`src/logic/boost_supervisor_defines.vh`:
```
// Constants for the dual boost converter supervisor
`ifndef BOOST_SUPERVISOR_DEFINES_VH
`define BOOST_SUPERVISOR_DEFINES_VH
// ************************************************************
// Register indices; byte address is four times the index
// ************************************************************
`define IDX_CONTROL 8'h6A
`define IDX_CONV_CFG 8'h76
`define IDX_CONV_FREQ 8'h77
`define ADDR_W 10
// ************************************************************
// Control register fields
// ************************************************************
`define CTL_CONV1_EN 0
`define CTL_CONV2_EN 1
`define CTL_CODEC_EN 10
`define CTL_DSP_EN 11
// ************************************************************
// Converter config register fields
// ************************************************************
`define CFG_RECT1_DIS 0
`define CFG_MODE1_PFM 1
`define CFG_POK1 2
`define CFG_VSEL1_LSB 4
`define CFG_RECT2_DIS 8
`define CFG_MODE2_PFM 9
`define CFG_POK2 10
`define CFG_VSEL2_LSB 12
`define VSEL_W 4
// Code n selects 2.0 V plus n times 0.1 V; code 10 is 3.0 V
`define VSEL_DEFAULT 4'hA
`define VSEL_MAX 4'hF
// ************************************************************
// Converter frequency register fields
// ************************************************************
`define FRQ_SEL_LSB 0
`define FRQ_SEL_W 4
`define FRQ_SEL_DEFAULT 4'h0
`define FRQ_SEL_MAX 4'hE
`define BAT_TWO_CELLS 8
`define BAT_THR_LSB 9
`define BAT_THR_W 4
`define BAT_RESULT 15
// ************************************************************
// Switching frequency: 300 kHz plus 20 kHz per code step
// ************************************************************
`define PCLK_KHZ 14'd10000
`define FRQ_BASE_KHZ 14'd300
`define FRQ_STEP_KHZ 14'd20
`define ACC_W 14
`endif

```
`src/logic/dual_boost_converter_supervisor.v`:
```
// Dual boost converter supervisor with APB register access
//
// Implementation choices: the address map and the APB register port.
`timescale 1ns/1ps
`include "boost_supervisor_defines.vh"
// Contract
// - Each converter has its own output voltage code, 2.0 V to 3.5 V.
// - Voltage codes default to 3.0 V after start-up.
// - PWM or PFM chosen per converter; PWM by default.
// - Start pin high enables both converters; software enables or disables.
// - PWM switching tick from crystal clock, 300 to 580 kHz selectable.
// - With codec enabled, switching tick locks to codec clock.
// - Crystal clock stops when no PWM and no other block needs it.
// - Rectifier closes when node exceeds output, opens on low current.
// - Disabled converter keeps its rectifier switch closed.
// - Config bits 8 and 0 disable the two synchronous rectifiers.
// - Start with both off restarts both in PWM at 3.0 V.
// - Power good rises with both nominal, falls when both dropped.
// - Battery supervisor watches one or two cells, independent of converters.
// - Host steps thresholds; compare result readable in register 77.
// - Per-converter power-ok flags; power good sets when both are set, clears when both are clear.
module dual_boost_converter_supervisor (
  input wire pclk,
  input wire presetn,
  input wire psel,
  input wire penable,
  input wire pwrite,
  input wire [`ADDR_W-1:0] paddr,
  input wire [31:0] pwdata,
  output reg [31:0] prdata_q,
  output reg pready_q,
  output reg pslverr_q,
  input wire converter_start_pin,
  input wire [1:0] sense_at_nominal,
  input wire [1:0] sense_dropped,
  input wire [1:0] switch_node_above_out,
  input wire [1:0] inductor_current_low,
  input wire battery_compare,
  input wire codec_clk_tick,
  input wire xtal_clk_request,
  output reg [1:0] converter_enable_q,
  output reg [1:0] converter_pfm_q,
  output reg [`VSEL_W-1:0] converter1_vsel_q,
  output reg [`VSEL_W-1:0] converter2_vsel_q,
  output reg [1:0] rectifier_closed_q,
  output reg pwm_switch_tick_q,
  output reg xtal_clk_enable_q,
  output reg power_good_output_q,
  output reg battery_two_cells_q,
  output reg [`BAT_THR_W-1:0] battery_threshold_q
);
  // ************************************************************
  // Synchronised inputs
  // ************************************************************
  wire [9:0] raw_in;
  wire [9:0] syn_in;
  wire start_s;
  wire [1:0] nominal_s;
  wire [1:0] dropped_s;
  wire [1:0] node_above_s;
  wire [1:0] current_low_s;
  wire bat_cmp_s;

  assign raw_in = {battery_compare, converter_start_pin, inductor_current_low,
                   switch_node_above_out, sense_dropped, sense_at_nominal};

  // All analog comparator levels cross into pclk before use
  level_sync #(
    .WIDTH(10)
  ) u_sync (
    .pclk(pclk),
    .presetn(presetn),
    .async_in(raw_in),
    .sync_out(syn_in)
  );

  assign nominal_s = syn_in[1:0];
  assign dropped_s = syn_in[3:2];
  assign node_above_s = syn_in[5:4];
  assign current_low_s = syn_in[7:6];
  assign start_s = syn_in[8];
  assign bat_cmp_s = syn_in[9];

  // ************************************************************
  // Register state
  // ************************************************************
  reg codec_en_q;
  reg dsp_en_q;
  reg [1:0] rect_dis_q;
  reg [1:0] power_ok_q;
  reg [`FRQ_SEL_W-1:0] freq_sel_q;
  reg bat_result_q;
  wire [1:0] pwm_active;
  wire tick;
  wire wr_access;
  wire [`ADDR_W-3:0] word_idx;
  wire hit_ctl;
  wire hit_cfg;
  wire hit_frq;
  reg [31:0] rd_word;

  // Write takes effect on the access edge that sees pready high
  assign wr_access = psel && penable && pready_q && pwrite;
  assign word_idx = paddr[`ADDR_W-1:2];
  assign hit_ctl = (word_idx == `IDX_CONTROL) && (paddr[1:0] == 2'b00);
  assign hit_cfg = (word_idx == `IDX_CONV_CFG) && (paddr[1:0] == 2'b00);
  assign hit_frq = (word_idx == `IDX_CONV_FREQ) && (paddr[1:0] == 2'b00);

  // ************************************************************
  // Read mux: register images with live status bits
  // ************************************************************
  always @* begin
    rd_word = 32'h0000_0000;
    if (hit_ctl) begin
      rd_word[`CTL_CONV1_EN] = converter_enable_q[0];
      rd_word[`CTL_CONV2_EN] = converter_enable_q[1];
      rd_word[`CTL_CODEC_EN] = codec_en_q;
      rd_word[`CTL_DSP_EN] = dsp_en_q;
    end else if (hit_cfg) begin
      rd_word[`CFG_RECT1_DIS] = rect_dis_q[0];
      rd_word[`CFG_MODE1_PFM] = converter_pfm_q[0];
      rd_word[`CFG_POK1] = power_ok_q[0];
      rd_word[`CFG_VSEL1_LSB +: `VSEL_W] = converter1_vsel_q;
      rd_word[`CFG_RECT2_DIS] = rect_dis_q[1];
      rd_word[`CFG_MODE2_PFM] = converter_pfm_q[1];
      rd_word[`CFG_POK2] = power_ok_q[1];
      rd_word[`CFG_VSEL2_LSB +: `VSEL_W] = converter2_vsel_q;
    end else if (hit_frq) begin
      rd_word[`FRQ_SEL_LSB +: `FRQ_SEL_W] = freq_sel_q;
      rd_word[`BAT_TWO_CELLS] = battery_two_cells_q;
      rd_word[`BAT_THR_LSB +: `BAT_THR_W] = battery_threshold_q;
      rd_word[`BAT_RESULT] = bat_result_q;
    end
  end

  // ************************************************************
  // APB slave: one wait-free access phase, read data sampled in setup
  // ************************************************************
  always @(posedge pclk or negedge presetn) begin
    if (!presetn) begin
      pready_q <= 1'b0;
      pslverr_q <= 1'b0;
      prdata_q <= 32'h0000_0000;
    end else begin
      pready_q <= psel && !penable;
      if (psel && !penable) begin
        // Unmapped words answer with an error and read as zero
        pslverr_q <= !(hit_ctl || hit_cfg || hit_frq);
        prdata_q <= pwrite ? 32'h0000_0000 : rd_word;
      end else begin
        pslverr_q <= 1'b0;
      end
    end
  end

  // ************************************************************
  // Enables, modes and voltage codes
  // ************************************************************
  always @(posedge pclk or negedge presetn) begin
    if (!presetn) begin
      converter_enable_q <= 2'b00;
      codec_en_q <= 1'b0;
      dsp_en_q <= 1'b0;
      converter_pfm_q <= 2'b00;
      rect_dis_q <= 2'b00;
      converter1_vsel_q <= `VSEL_DEFAULT;
      converter2_vsel_q <= `VSEL_DEFAULT;
    end else begin
      if (wr_access && hit_ctl) begin
        converter_enable_q[0] <= pwdata[`CTL_CONV1_EN];
        converter_enable_q[1] <= pwdata[`CTL_CONV2_EN];
        codec_en_q <= pwdata[`CTL_CODEC_EN];
        dsp_en_q <= pwdata[`CTL_DSP_EN];
      end
      if (wr_access && hit_cfg) begin
        rect_dis_q[0] <= pwdata[`CFG_RECT1_DIS];
        rect_dis_q[1] <= pwdata[`CFG_RECT2_DIS];
        converter_pfm_q[0] <= pwdata[`CFG_MODE1_PFM];
        converter_pfm_q[1] <= pwdata[`CFG_MODE2_PFM];
        converter1_vsel_q <= pwdata[`CFG_VSEL1_LSB +: `VSEL_W];
        converter2_vsel_q <= pwdata[`CFG_VSEL2_LSB +: `VSEL_W];
      end
      // Start pin overrides a same-cycle software disable
      if (start_s) begin
        converter_enable_q <= 2'b11;
        if (converter_enable_q == 2'b00) begin
          // Cold start always comes up in PWM at 3.0 V
          converter_pfm_q <= 2'b00;
          converter1_vsel_q <= `VSEL_DEFAULT;
          converter2_vsel_q <= `VSEL_DEFAULT;
        end
      end
    end
  end

  // ************************************************************
  // Frequency and battery supervisor settings
  // ************************************************************
  always @(posedge pclk or negedge presetn) begin
    if (!presetn) begin
      freq_sel_q <= `FRQ_SEL_DEFAULT;
      battery_two_cells_q <= 1'b0;
      battery_threshold_q <= {`BAT_THR_W{1'b0}};
      bat_result_q <= 1'b0;
    end else begin
      if (wr_access && hit_frq) begin
        freq_sel_q <= pwdata[`FRQ_SEL_LSB +: `FRQ_SEL_W];
        battery_two_cells_q <= pwdata[`BAT_TWO_CELLS];
        battery_threshold_q <= pwdata[`BAT_THR_LSB +: `BAT_THR_W];
      end
      // Supervisor runs whatever the converters do
      bat_result_q <= bat_cmp_s;
    end
  end

  // ************************************************************
  // Power-ok flags and combined power good
  // ************************************************************
  always @(posedge pclk or negedge presetn) begin
    if (!presetn) begin
      power_ok_q <= 2'b00;
      power_good_output_q <= 1'b0;
    end else begin
      // Reaching nominal wins over a simultaneous drop indication
      power_ok_q <= nominal_s | (power_ok_q & ~dropped_s);
      if (power_ok_q == 2'b11) begin
        power_good_output_q <= 1'b1;
      end else if (power_ok_q == 2'b00) begin
        // Hysteresis: one flag dipping must not reset the host
        power_good_output_q <= 1'b0;
      end
    end
  end

  // ************************************************************
  // Synchronous rectifier switches
  // ************************************************************
  genvar c;
  generate
    for (c = 0; c < 2; c = c + 1) begin : g_rect
      always @(posedge pclk or negedge presetn) begin
        if (!presetn) begin
          rectifier_closed_q[c] <= 1'b1;
        end else if (!converter_enable_q[c]) begin
          // Pass battery straight through to the sense node
          rectifier_closed_q[c] <= 1'b1;
        end else if (rect_dis_q[c]) begin
          rectifier_closed_q[c] <= 1'b0;
        end else if (current_low_s[c]) begin
          rectifier_closed_q[c] <= 1'b0;
        end else if (node_above_s[c]) begin
          rectifier_closed_q[c] <= 1'b1;
        end
      end
    end
  endgenerate

  // ************************************************************
  // Crystal gating and PWM switching tick
  // ************************************************************
  assign pwm_active = converter_enable_q & ~converter_pfm_q;

  always @(posedge pclk or negedge presetn) begin
    if (!presetn) begin
      xtal_clk_enable_q <= 1'b0;
    end else begin
      // PFM needs no crystal; other users keep it alive
      xtal_clk_enable_q <= (|pwm_active) || codec_en_q || dsp_en_q ||
                           xtal_clk_request;
    end
  end

  switch_tick_gen u_tick (
    .pclk(pclk),
    .presetn(presetn),
    .run(xtal_clk_enable_q),
    .freq_sel(freq_sel_q),
    .codec_lock(codec_en_q),
    .codec_tick(codec_clk_tick),
    .tick_q(tick)
  );

  always @(posedge pclk or negedge presetn) begin
    if (!presetn) begin
      pwm_switch_tick_q <= 1'b0;
    end else begin
      pwm_switch_tick_q <= tick && (|pwm_active);
    end
  end
endmodule // dual_boost_converter_supervisor

```
`src/logic/level_sync.v`:
```
// Two-flop synchroniser for a group of level inputs
`timescale 1ns/1ps
module level_sync #(
  parameter WIDTH = 1
) (
  input wire pclk,
  input wire presetn,
  input wire [WIDTH-1:0] async_in,
  output wire [WIDTH-1:0] sync_out
);
  genvar i;
  // ************************************************************
  // One synchroniser per bit; first stage feeds only the second
  // ************************************************************
  generate
    for (i = 0; i < WIDTH; i = i + 1) begin : g_bit
      reg meta_q;
      reg stable_q;
      always @(posedge pclk or negedge presetn) begin
        if (!presetn) begin
          meta_q <= 1'b0;
          stable_q <= 1'b0;
        end else begin
          meta_q <= async_in[i];
          stable_q <= meta_q;
        end
      end
      assign sync_out[i] = stable_q;
    end
  endgenerate
endmodule // level_sync

```
`src/logic/switch_tick_gen.v`:
```
// Switching tick generator: phase accumulator with codec lock
`timescale 1ns/1ps
`include "boost_supervisor_defines.vh"
module switch_tick_gen (
  input wire pclk,
  input wire presetn,
  input wire run,
  input wire [`FRQ_SEL_W-1:0] freq_sel,
  input wire codec_lock,
  input wire codec_tick,
  output reg tick_q
);
  reg [`ACC_W-1:0] acc_q;
  reg [`ACC_W-1:0] acc_d;
  reg [`ACC_W-1:0] step;
  reg [`FRQ_SEL_W-1:0] sel_lim;
  reg wrap;
  // ************************************************************
  // Frequency step in kHz; codes above the top clamp to 580 kHz
  // ************************************************************
  always @* begin
    sel_lim = (freq_sel > `FRQ_SEL_MAX) ? `FRQ_SEL_MAX : freq_sel;
    step = `FRQ_BASE_KHZ + `FRQ_STEP_KHZ * {10'h000, sel_lim};
    wrap = ({1'b0, acc_q} + {1'b0, step}) >= {1'b0, `PCLK_KHZ};
    if (wrap) begin
      acc_d = acc_q + step - `PCLK_KHZ;
    end else begin
      acc_d = acc_q + step;
    end
  end
  // Average tick rate equals step kHz with no divider table needed
  always @(posedge pclk or negedge presetn) begin
    if (!presetn) begin
      acc_q <= {`ACC_W{1'b0}};
      tick_q <= 1'b0;
    end else if (!run) begin
      acc_q <= {`ACC_W{1'b0}};
      tick_q <= 1'b0;
    end else if (codec_lock && codec_tick) begin
      // Realign phase to the codec clock so edges never drift
      acc_q <= {`ACC_W{1'b0}};
      tick_q <= 1'b1;
    end else begin
      acc_q <= acc_d;
      tick_q <= wrap;
    end
  end
endmodule // switch_tick_gen

```
`config.mk`:
```
export PLATFORM = sky130hd
export DESIGN_NAME = dual_boost_converter_supervisor
export DESIGN_NICKNAME = d
export VERILOG_FILES = /design/src/logic/dual_boost_converter_supervisor.v /design/src/logic/level_sync.v /design/src/logic/switch_tick_gen.v
export VERILOG_INCLUDE_DIRS = /design/src /design/src/logic
export SDC_FILE = /design/constraint.sdc
export NUM_CORES = 1
export LEC_CHECK = 0
export ABC_AREA = 1
export BUFFER_PORTS_ARGS = -buffer_cell sky130_fd_sc_hd__buf_2
export CAP_MARGIN = 20
export CORE_MARGIN = 5
export CORE_UTILIZATION = 54
export DETAILED_ROUTE_END_ITERATION = 10
export PLACE_DENSITY = 0.83
export SKIP_LAST_GASP = 1
export SLEW_MARGIN = 20
export SYNTH_ARGS = -nofsm -noshare
export SYNTH_HDL_FRONTEND = slang
export SYNTH_SLANG_ARGS = --single-unit
```
`constraint.sdc`:
```
create_clock -name pclk -period 10 [get_ports pclk]
set_input_delay 2 -clock pclk [delete_from_list [all_inputs] [get_ports pclk]]
set_output_delay 2 -clock pclk [all_outputs]
set_load 0.05 [all_outputs]
```
-- Word level (Yosys, flattened, before mapping)
Index checks and enable logic that the tools add are counted.
Widths: inputs -> output; s select.
- add/subtract/negate cells: 4
- multiply operators: 1
- magnitude comparators: 2
- equality and inequality tests: 6
- mux-type cells: 44
- bitwise logic cells: 5
- reductions and logical operators: 25
- operators with widths (operator ; number):
    $mux 14 ; 3
    $mux 4 ; 10
    $eq 8x7->1 const B ; 3
    $mux 1 ; 18
    $mux 16 ; 1
    $mux 2 ; 8
    $add 14x14->15 ; 1
    $ge 15x14->1 const B ; 1
    $add 14x14->14 ; 1
    $sub 14x14->14 const B ; 1
    $logic_and 1x1->1 ; 12
    $add 9x9->10 const A ; 1
    $mux 8 ; 1
    $ne 4x1->1 const B ; 2
    $mul 3x4->7 const A ; 1
    $logic_not 2->1 ; 3
    $mux 3 ; 2
    $logic_or 1x1->1 ; 5
    $mux 5 ; 1
    $and 2x2->2 ; 2
    $gt 4x4->1 const B ; 1
    $not 2->2 ; 2
    $reduce_bool 2->1 ; 2
    $eq 2x2->1 const B ; 1
    other kinds (3) ; 4
- register bits: 102
- bits of input ports: 59
- output and inout bits: 56
- logic and storage cells: 129

-- Logic depth before layout (Yosys ltp)
- depth after elaboration: 9
- mapped depth: 28
- depth with buffers taken out: 28

-- Cells and area by module
A second synthesis with hierarchy kept.
- cells, all modules: 570
- area total of the unflattened synthesis: 4709.5 um2
- by module, submodules not included (module ; instances ; cells each ; area an instance (um2) ; sequential area each (um2)):
    dual_boost_converter_supervisor ; 1 ; 297 ; 2537.4 ; 1283.7
    switch_tick_gen ; 1 ; 243 ; 1596.5 ; 325.3
    level_sync ; 1 ; 30 ; 575.6 ; 500.5

-- Worst setup path before layout
OpenSTA, ideal clock, no wires.
- path kind: register -> register
- from: register freq_sel_q[3]
- to: register u_tick.acc_q[10]
- library setup time: 0.118 ns
- arrival: 3.462 ns
- data required time: 9.882 ns
- setup slack: 6.421 ns
- stages on the path, launching flop included: 29
- path buffers: 1
- clock period less this slack: 3.579 ns
- cell sequence: dfrtp_1 nand2_1 o21ai_0 nor2_1 ha_1 inv_1 fa_1 inv_1 nand2_1 nor2_1 xor2_1 inv_1 ha_1 nand2_1 nor2_1 nand3_1 nand2_1 nand2_1 nand2_1 nand2_1 nor2_2 nand2_2 nand2_2 nand2_2 nand2_4 buf_6 nand2_2 nand2_1 nor2_1
- cells in the longest elaborated chain, start to end: 9
- elaborated cells between the ends (all ways): 11
- those cells by class: 4 x add/sub; 1 x mul; 2 x order compare; 4 x mux
- RTL lines (element ; line ; text):
    start, declared ; dual_boost_converter_supervisor.v:91 ; reg [`FRQ_SEL_W-1:0] freq_sel_q;
    start signal, assigned ; dual_boost_converter_supervisor.v:201 ; freq_sel_q <= `FRQ_SEL_DEFAULT;
    start signal, assigned ; dual_boost_converter_supervisor.v:207 ; freq_sel_q <= pwdata[`FRQ_SEL_LSB +: `FRQ_SEL_W];
    $gt 4x4->1 (no source line) ; -- ;
    $mux 4 (*) ; switch_tick_gen.v:22 ; sel_lim = (freq_sel > `FRQ_SEL_MAX) ? `FRQ_SEL_MAX : freq_sel;
    $mul 3x4->7 (no source line) (*) ; -- ;
    $add 9x9->10 (no source line) (*) ; -- ;
    $add 14x14->14 or $add 14x14->15 (tied branches) ; switch_tick_gen.v:26, switch_tick_gen.v:28, switch_tick_gen.v:24 ;
    $sub 14x14->14 (no source line) or $ge 15x14->1 (tied branches) ; -- ;
    $mux 14 (*) ; switch_tick_gen.v:25 ; if (wrap) begin
    $mux 14 (*) ; switch_tick_gen.v:39 ; end else if (codec_lock && codec_tick) begin
    $mux 14 (*) ; switch_tick_gen.v:36 ; end else if (!run) begin
    end signal, assigned ; switch_tick_gen.v:34 ; acc_q <= {`ACC_W{1'b0}};
    end signal, assigned ; switch_tick_gen.v:37 ; acc_q <= {`ACC_W{1'b0}};
    end signal, assigned ; switch_tick_gen.v:41 ; acc_q <= {`ACC_W{1'b0}};
    end, declared ; switch_tick_gen.v:13 ; reg [`ACC_W-1:0] acc_q;
Mark *: on every way between the ends. The rest lies on a longest branch, timed or not.
A chain may end at the register's enable or synchronous reset.

-- Final worst setup path
- from: register freq_sel_q[3]
- to: register u_tick.acc_q[4]
Same word-level chain as after synthesis.

==> results.md <==
- Status: finished clean
- Worst vdd ir: 0.129 mV
- DR vias/cell: 5.15
- Unrepaired setup endpoints after global routing: no
- Vias in the first global route: 3,645
- Max-cap violations: 0
- Post-Route Skew: 0.0121 ns
- Core ar.: 7690 sq um
- Drt drc: 0
- CP Launch Type: flip-flop
- # hold bufs at CTS: 0
- Max_slew headroom: 33.0%
- Layout cell share with drive strength beyond 1: 19.4%
- Worst Setup End Kind: flip-flop
- Syn_area_per_cell: 8.51 sq um
- Layout Nets: 658
- Commonest non-fill, non-tap cells in the layout: nand2_1, buf_2, inv_1, dfrtp_1, nor2_1
- # IOs: 115
- Leakage: 2.73 nW
- Cell area after placement: 4670 sq um
- FF-to-FF path depth: 23
- Synth Flop Type: dfrtp_1
- Min-Delay Startpoint: u_sync.g_bit[2].meta_q
- F_max: 0.228 GHz
- Die H: 98.4 um
- H-tree levels: 3
- Final Setup Violations: 0
- Synthesis-stage register bit count: 84
- Max Slew Vio Count: 0
- Crit path kind: reg -> reg
- CP arrival: 4.64 ns
- Tot GR Track Use: 21.2%
- Detailed Place HPWL: 7390 um
- CTS tree: built
- Routed vias: 3,553
- CTS max path bufs: 2
- P per Cell Area: 205 nW/um^2
- N_diodes: 0
- Fillers: 645
- First-pass DRT Iterations: 7
- Synth cell types: 40
- Starting Density: 54.9%
- Worst setup margin: 5.61 ns
- Total of warnings raised by yosys: 0
- WL final: 9930 um
- Worst hold path cell count: 0
- Antenna Violating Nets Remaining: 0
- Overflow after GRT: 0
- Drt initial violations: 263
- Area of the multi-input gates: 1710 sq um
- Post-route minimum period: 4.39 ns
- Mapped Cells: 496
- Pre-CTS setup slack: 5.33 ns
- Later-pin clock latency in the skew report: 0.36 ns
- Commonest non-fill, non-tap cell in the layout: nand2_1
- Post-CTS setup buffer count: 0
- Pin count of the biggest net entering global routing: 85
- FP Rows: 32
- Async set-reset flop share out of synthesis: 100%
- Area taken by flip-flops and latches: 2110 sq um
- Final hold vios: 0
- R2r setup slk: 5.61 ns
- GPL Wtd Cong: 0.855
- Hold Crit Endpoint: u_sync.g_bit[2].stable_q
- Mapped Area: 4220 sq um
- Die area: 9680 sq um
- Worst-margin pin slew: 1.00 ns
- Post-route cell area: 4890 sq um
- CP Data Required Time: 10.25 ns
- Final core occ: 63.6%
- R2r startpoint: freq_sel_q[3]
- Antenna violations before repair: 0
- Clk sinks: 84
- Wire per inst: 14.4 um
- Die width: 98.4 um
- EDFF count, synth: 0
- Seq/Total Area, Yosys: 50.0%
- Period utilisation layout: 43.9%
- Area Overhead vs Synth: 15.9%
- Min-Delay Path Class: reg -> reg
- Port buffer count: 82
- CP Max Fanout: 17
- Clock Tree Root: clkbuf_8
- Final setup TNS: 0 ns
- Resized cells post-CTS: 0
- Clock transition at path regs: 0.09 ns
- First-pass GRT wire length: 16,700 um
- CTS Buf Count: 9
- Worst R2R End: u_tick.acc_q[4]
[registers in the layout (all words and copies together), names as in the netlist, 2 cells and up]
register and flops:
rectifier_closed_q 2, power_ok_q 2, u_tick.acc_q 12, converter_pfm_q 2, rect_dis_q 2, u_sync.g_bit.meta_q 10, freq_sel_q 4, converter_enable_q 2
battery_threshold_q 4, converter1_vsel_q 4, converter2_vsel_q 4, u_sync.g_bit.stable_q 10, prdata_q 16
[critical path: stages, from the launching register on]
cell and delay, ns:
dfrtp_1 0.47, nand2_1 0.15, o21ai_0 0.16, nor2_1 0.20
ha_1 0.21, inv_1 0.06, fa_1 0.38, xnor2_1 0.16
inv_1 0.09, o41ai_1 0.55, ha_1 0.39, a21o_1 0.20
a21oi_1 0.15, nand2_1 0.13, nand2_1 0.08, nand2_1 0.10
nor2_2 0.15, nand2_2 0.09, nand2_2 0.09, nand2_2 0.06
nand2_4 0.17, inv_1 0.10, nor2_1 0.10, nor2_1 0.06
[routing by layer]
layer  global-route usage, %  vias up  wire, um
met5                       0        -         0
met4                    5.15        0       175
met3                    7.00       20       749
met2                    37.7      126      5080
met1                    24.7     1680      3920
li1                        -     1727         -
[synthesized netlist by cell type (5+ instances only)]
cell	count	share of area, %
a21oi_1	20	2.4
o21ai_0	33	3.9
a22o_1	7	1.5
buf_4	16	2.8
nand4_1	6	0.89
nor2_1	38	3.4
ha_1	14	4.2
inv_1	80	7.1
dfstp_2	6	3.7
nand2_1	116	10
dfrtp_1	78	46
nand3_1	24	2.8
nand2_2	5	0.74
[cell families (layout without fill, tap and decap cells)]
logic type	after synthesis	count (layout)	share of synthesized area (%)
AND/OR/NAND/NOR	201	201	20.4
buffers and inverters	104	181	10.9
flip-flops	84	84	50.0
AO/OA/AOI/OAI	82	82	11.7
adder cells (fa/ha/maj)	16	16	5.10
XOR/XNOR	5	5	1.04
multiplexers	3	3	0.801
other	1	16	0.0889
[where the power goes]
part / total (mW) / switching, mW / leakage, nW / internal (mW)
clock: 0.268 / 0.125 / 0.108 / 0.143
combinational: 0.346 / 0.236 / 1.57 / 0.110
sequential: 0.388 / 0.0169 / 1.05 / 0.371
[final cells by class]
| class | instances | area share, % |
|---|---|---|
| Clock inverter | 5 | 1.77 |
| Tap cell | 102 | 2.61 |
| Timing Repair Buffer | 82 | 8.52 |
| Clock buffer | 11 | 2.69 |
| Multi-Input combinational cell | 323 | 34.9 |
| Inverter | 83 | 6.37 |
| Sequential cell | 84 | 43.1 |
[stage by stage]
| stage | hold slack [ns] | std cells | power, mW |
|---|---|---|---|
| floorplan | 0.331 | 511 | 0.660 |
| global placement | 0.332 | 674 | 0.712 |
| detailed placement | 0.335 | 674 | 0.731 |
| CTS | 0.342 | 690 | 0.997 |
| global route | 0.338 | 690 | 1.07 |
| finish | 0.342 | 690 | 1.00 |
[worst max path at each step]
stage / from / slack [ns] / endpoint / cells past startpoint
6_report: freq_sel_q[3] / 5.61 / u_tick.acc_q[4] / 23
5_1_grt: freq_sel_q[3] / 5.17 / u_tick.acc_q[4] / 27
4_1_cts: paddr[5] / 5.69 / converter2_vsel_q[2] / 9
3_5_place_dp: paddr[5] / 5.33 / converter2_vsel_q[2] / 9
3_3_place_gp: paddr[5] / 5.51 / converter1_vsel_q[0] / 9
2_1_floorplan: freq_sel_q[3] / 6.42 / u_tick.acc_q[10] / 28
Note: power is estimated with default switching activity, not from simulation.
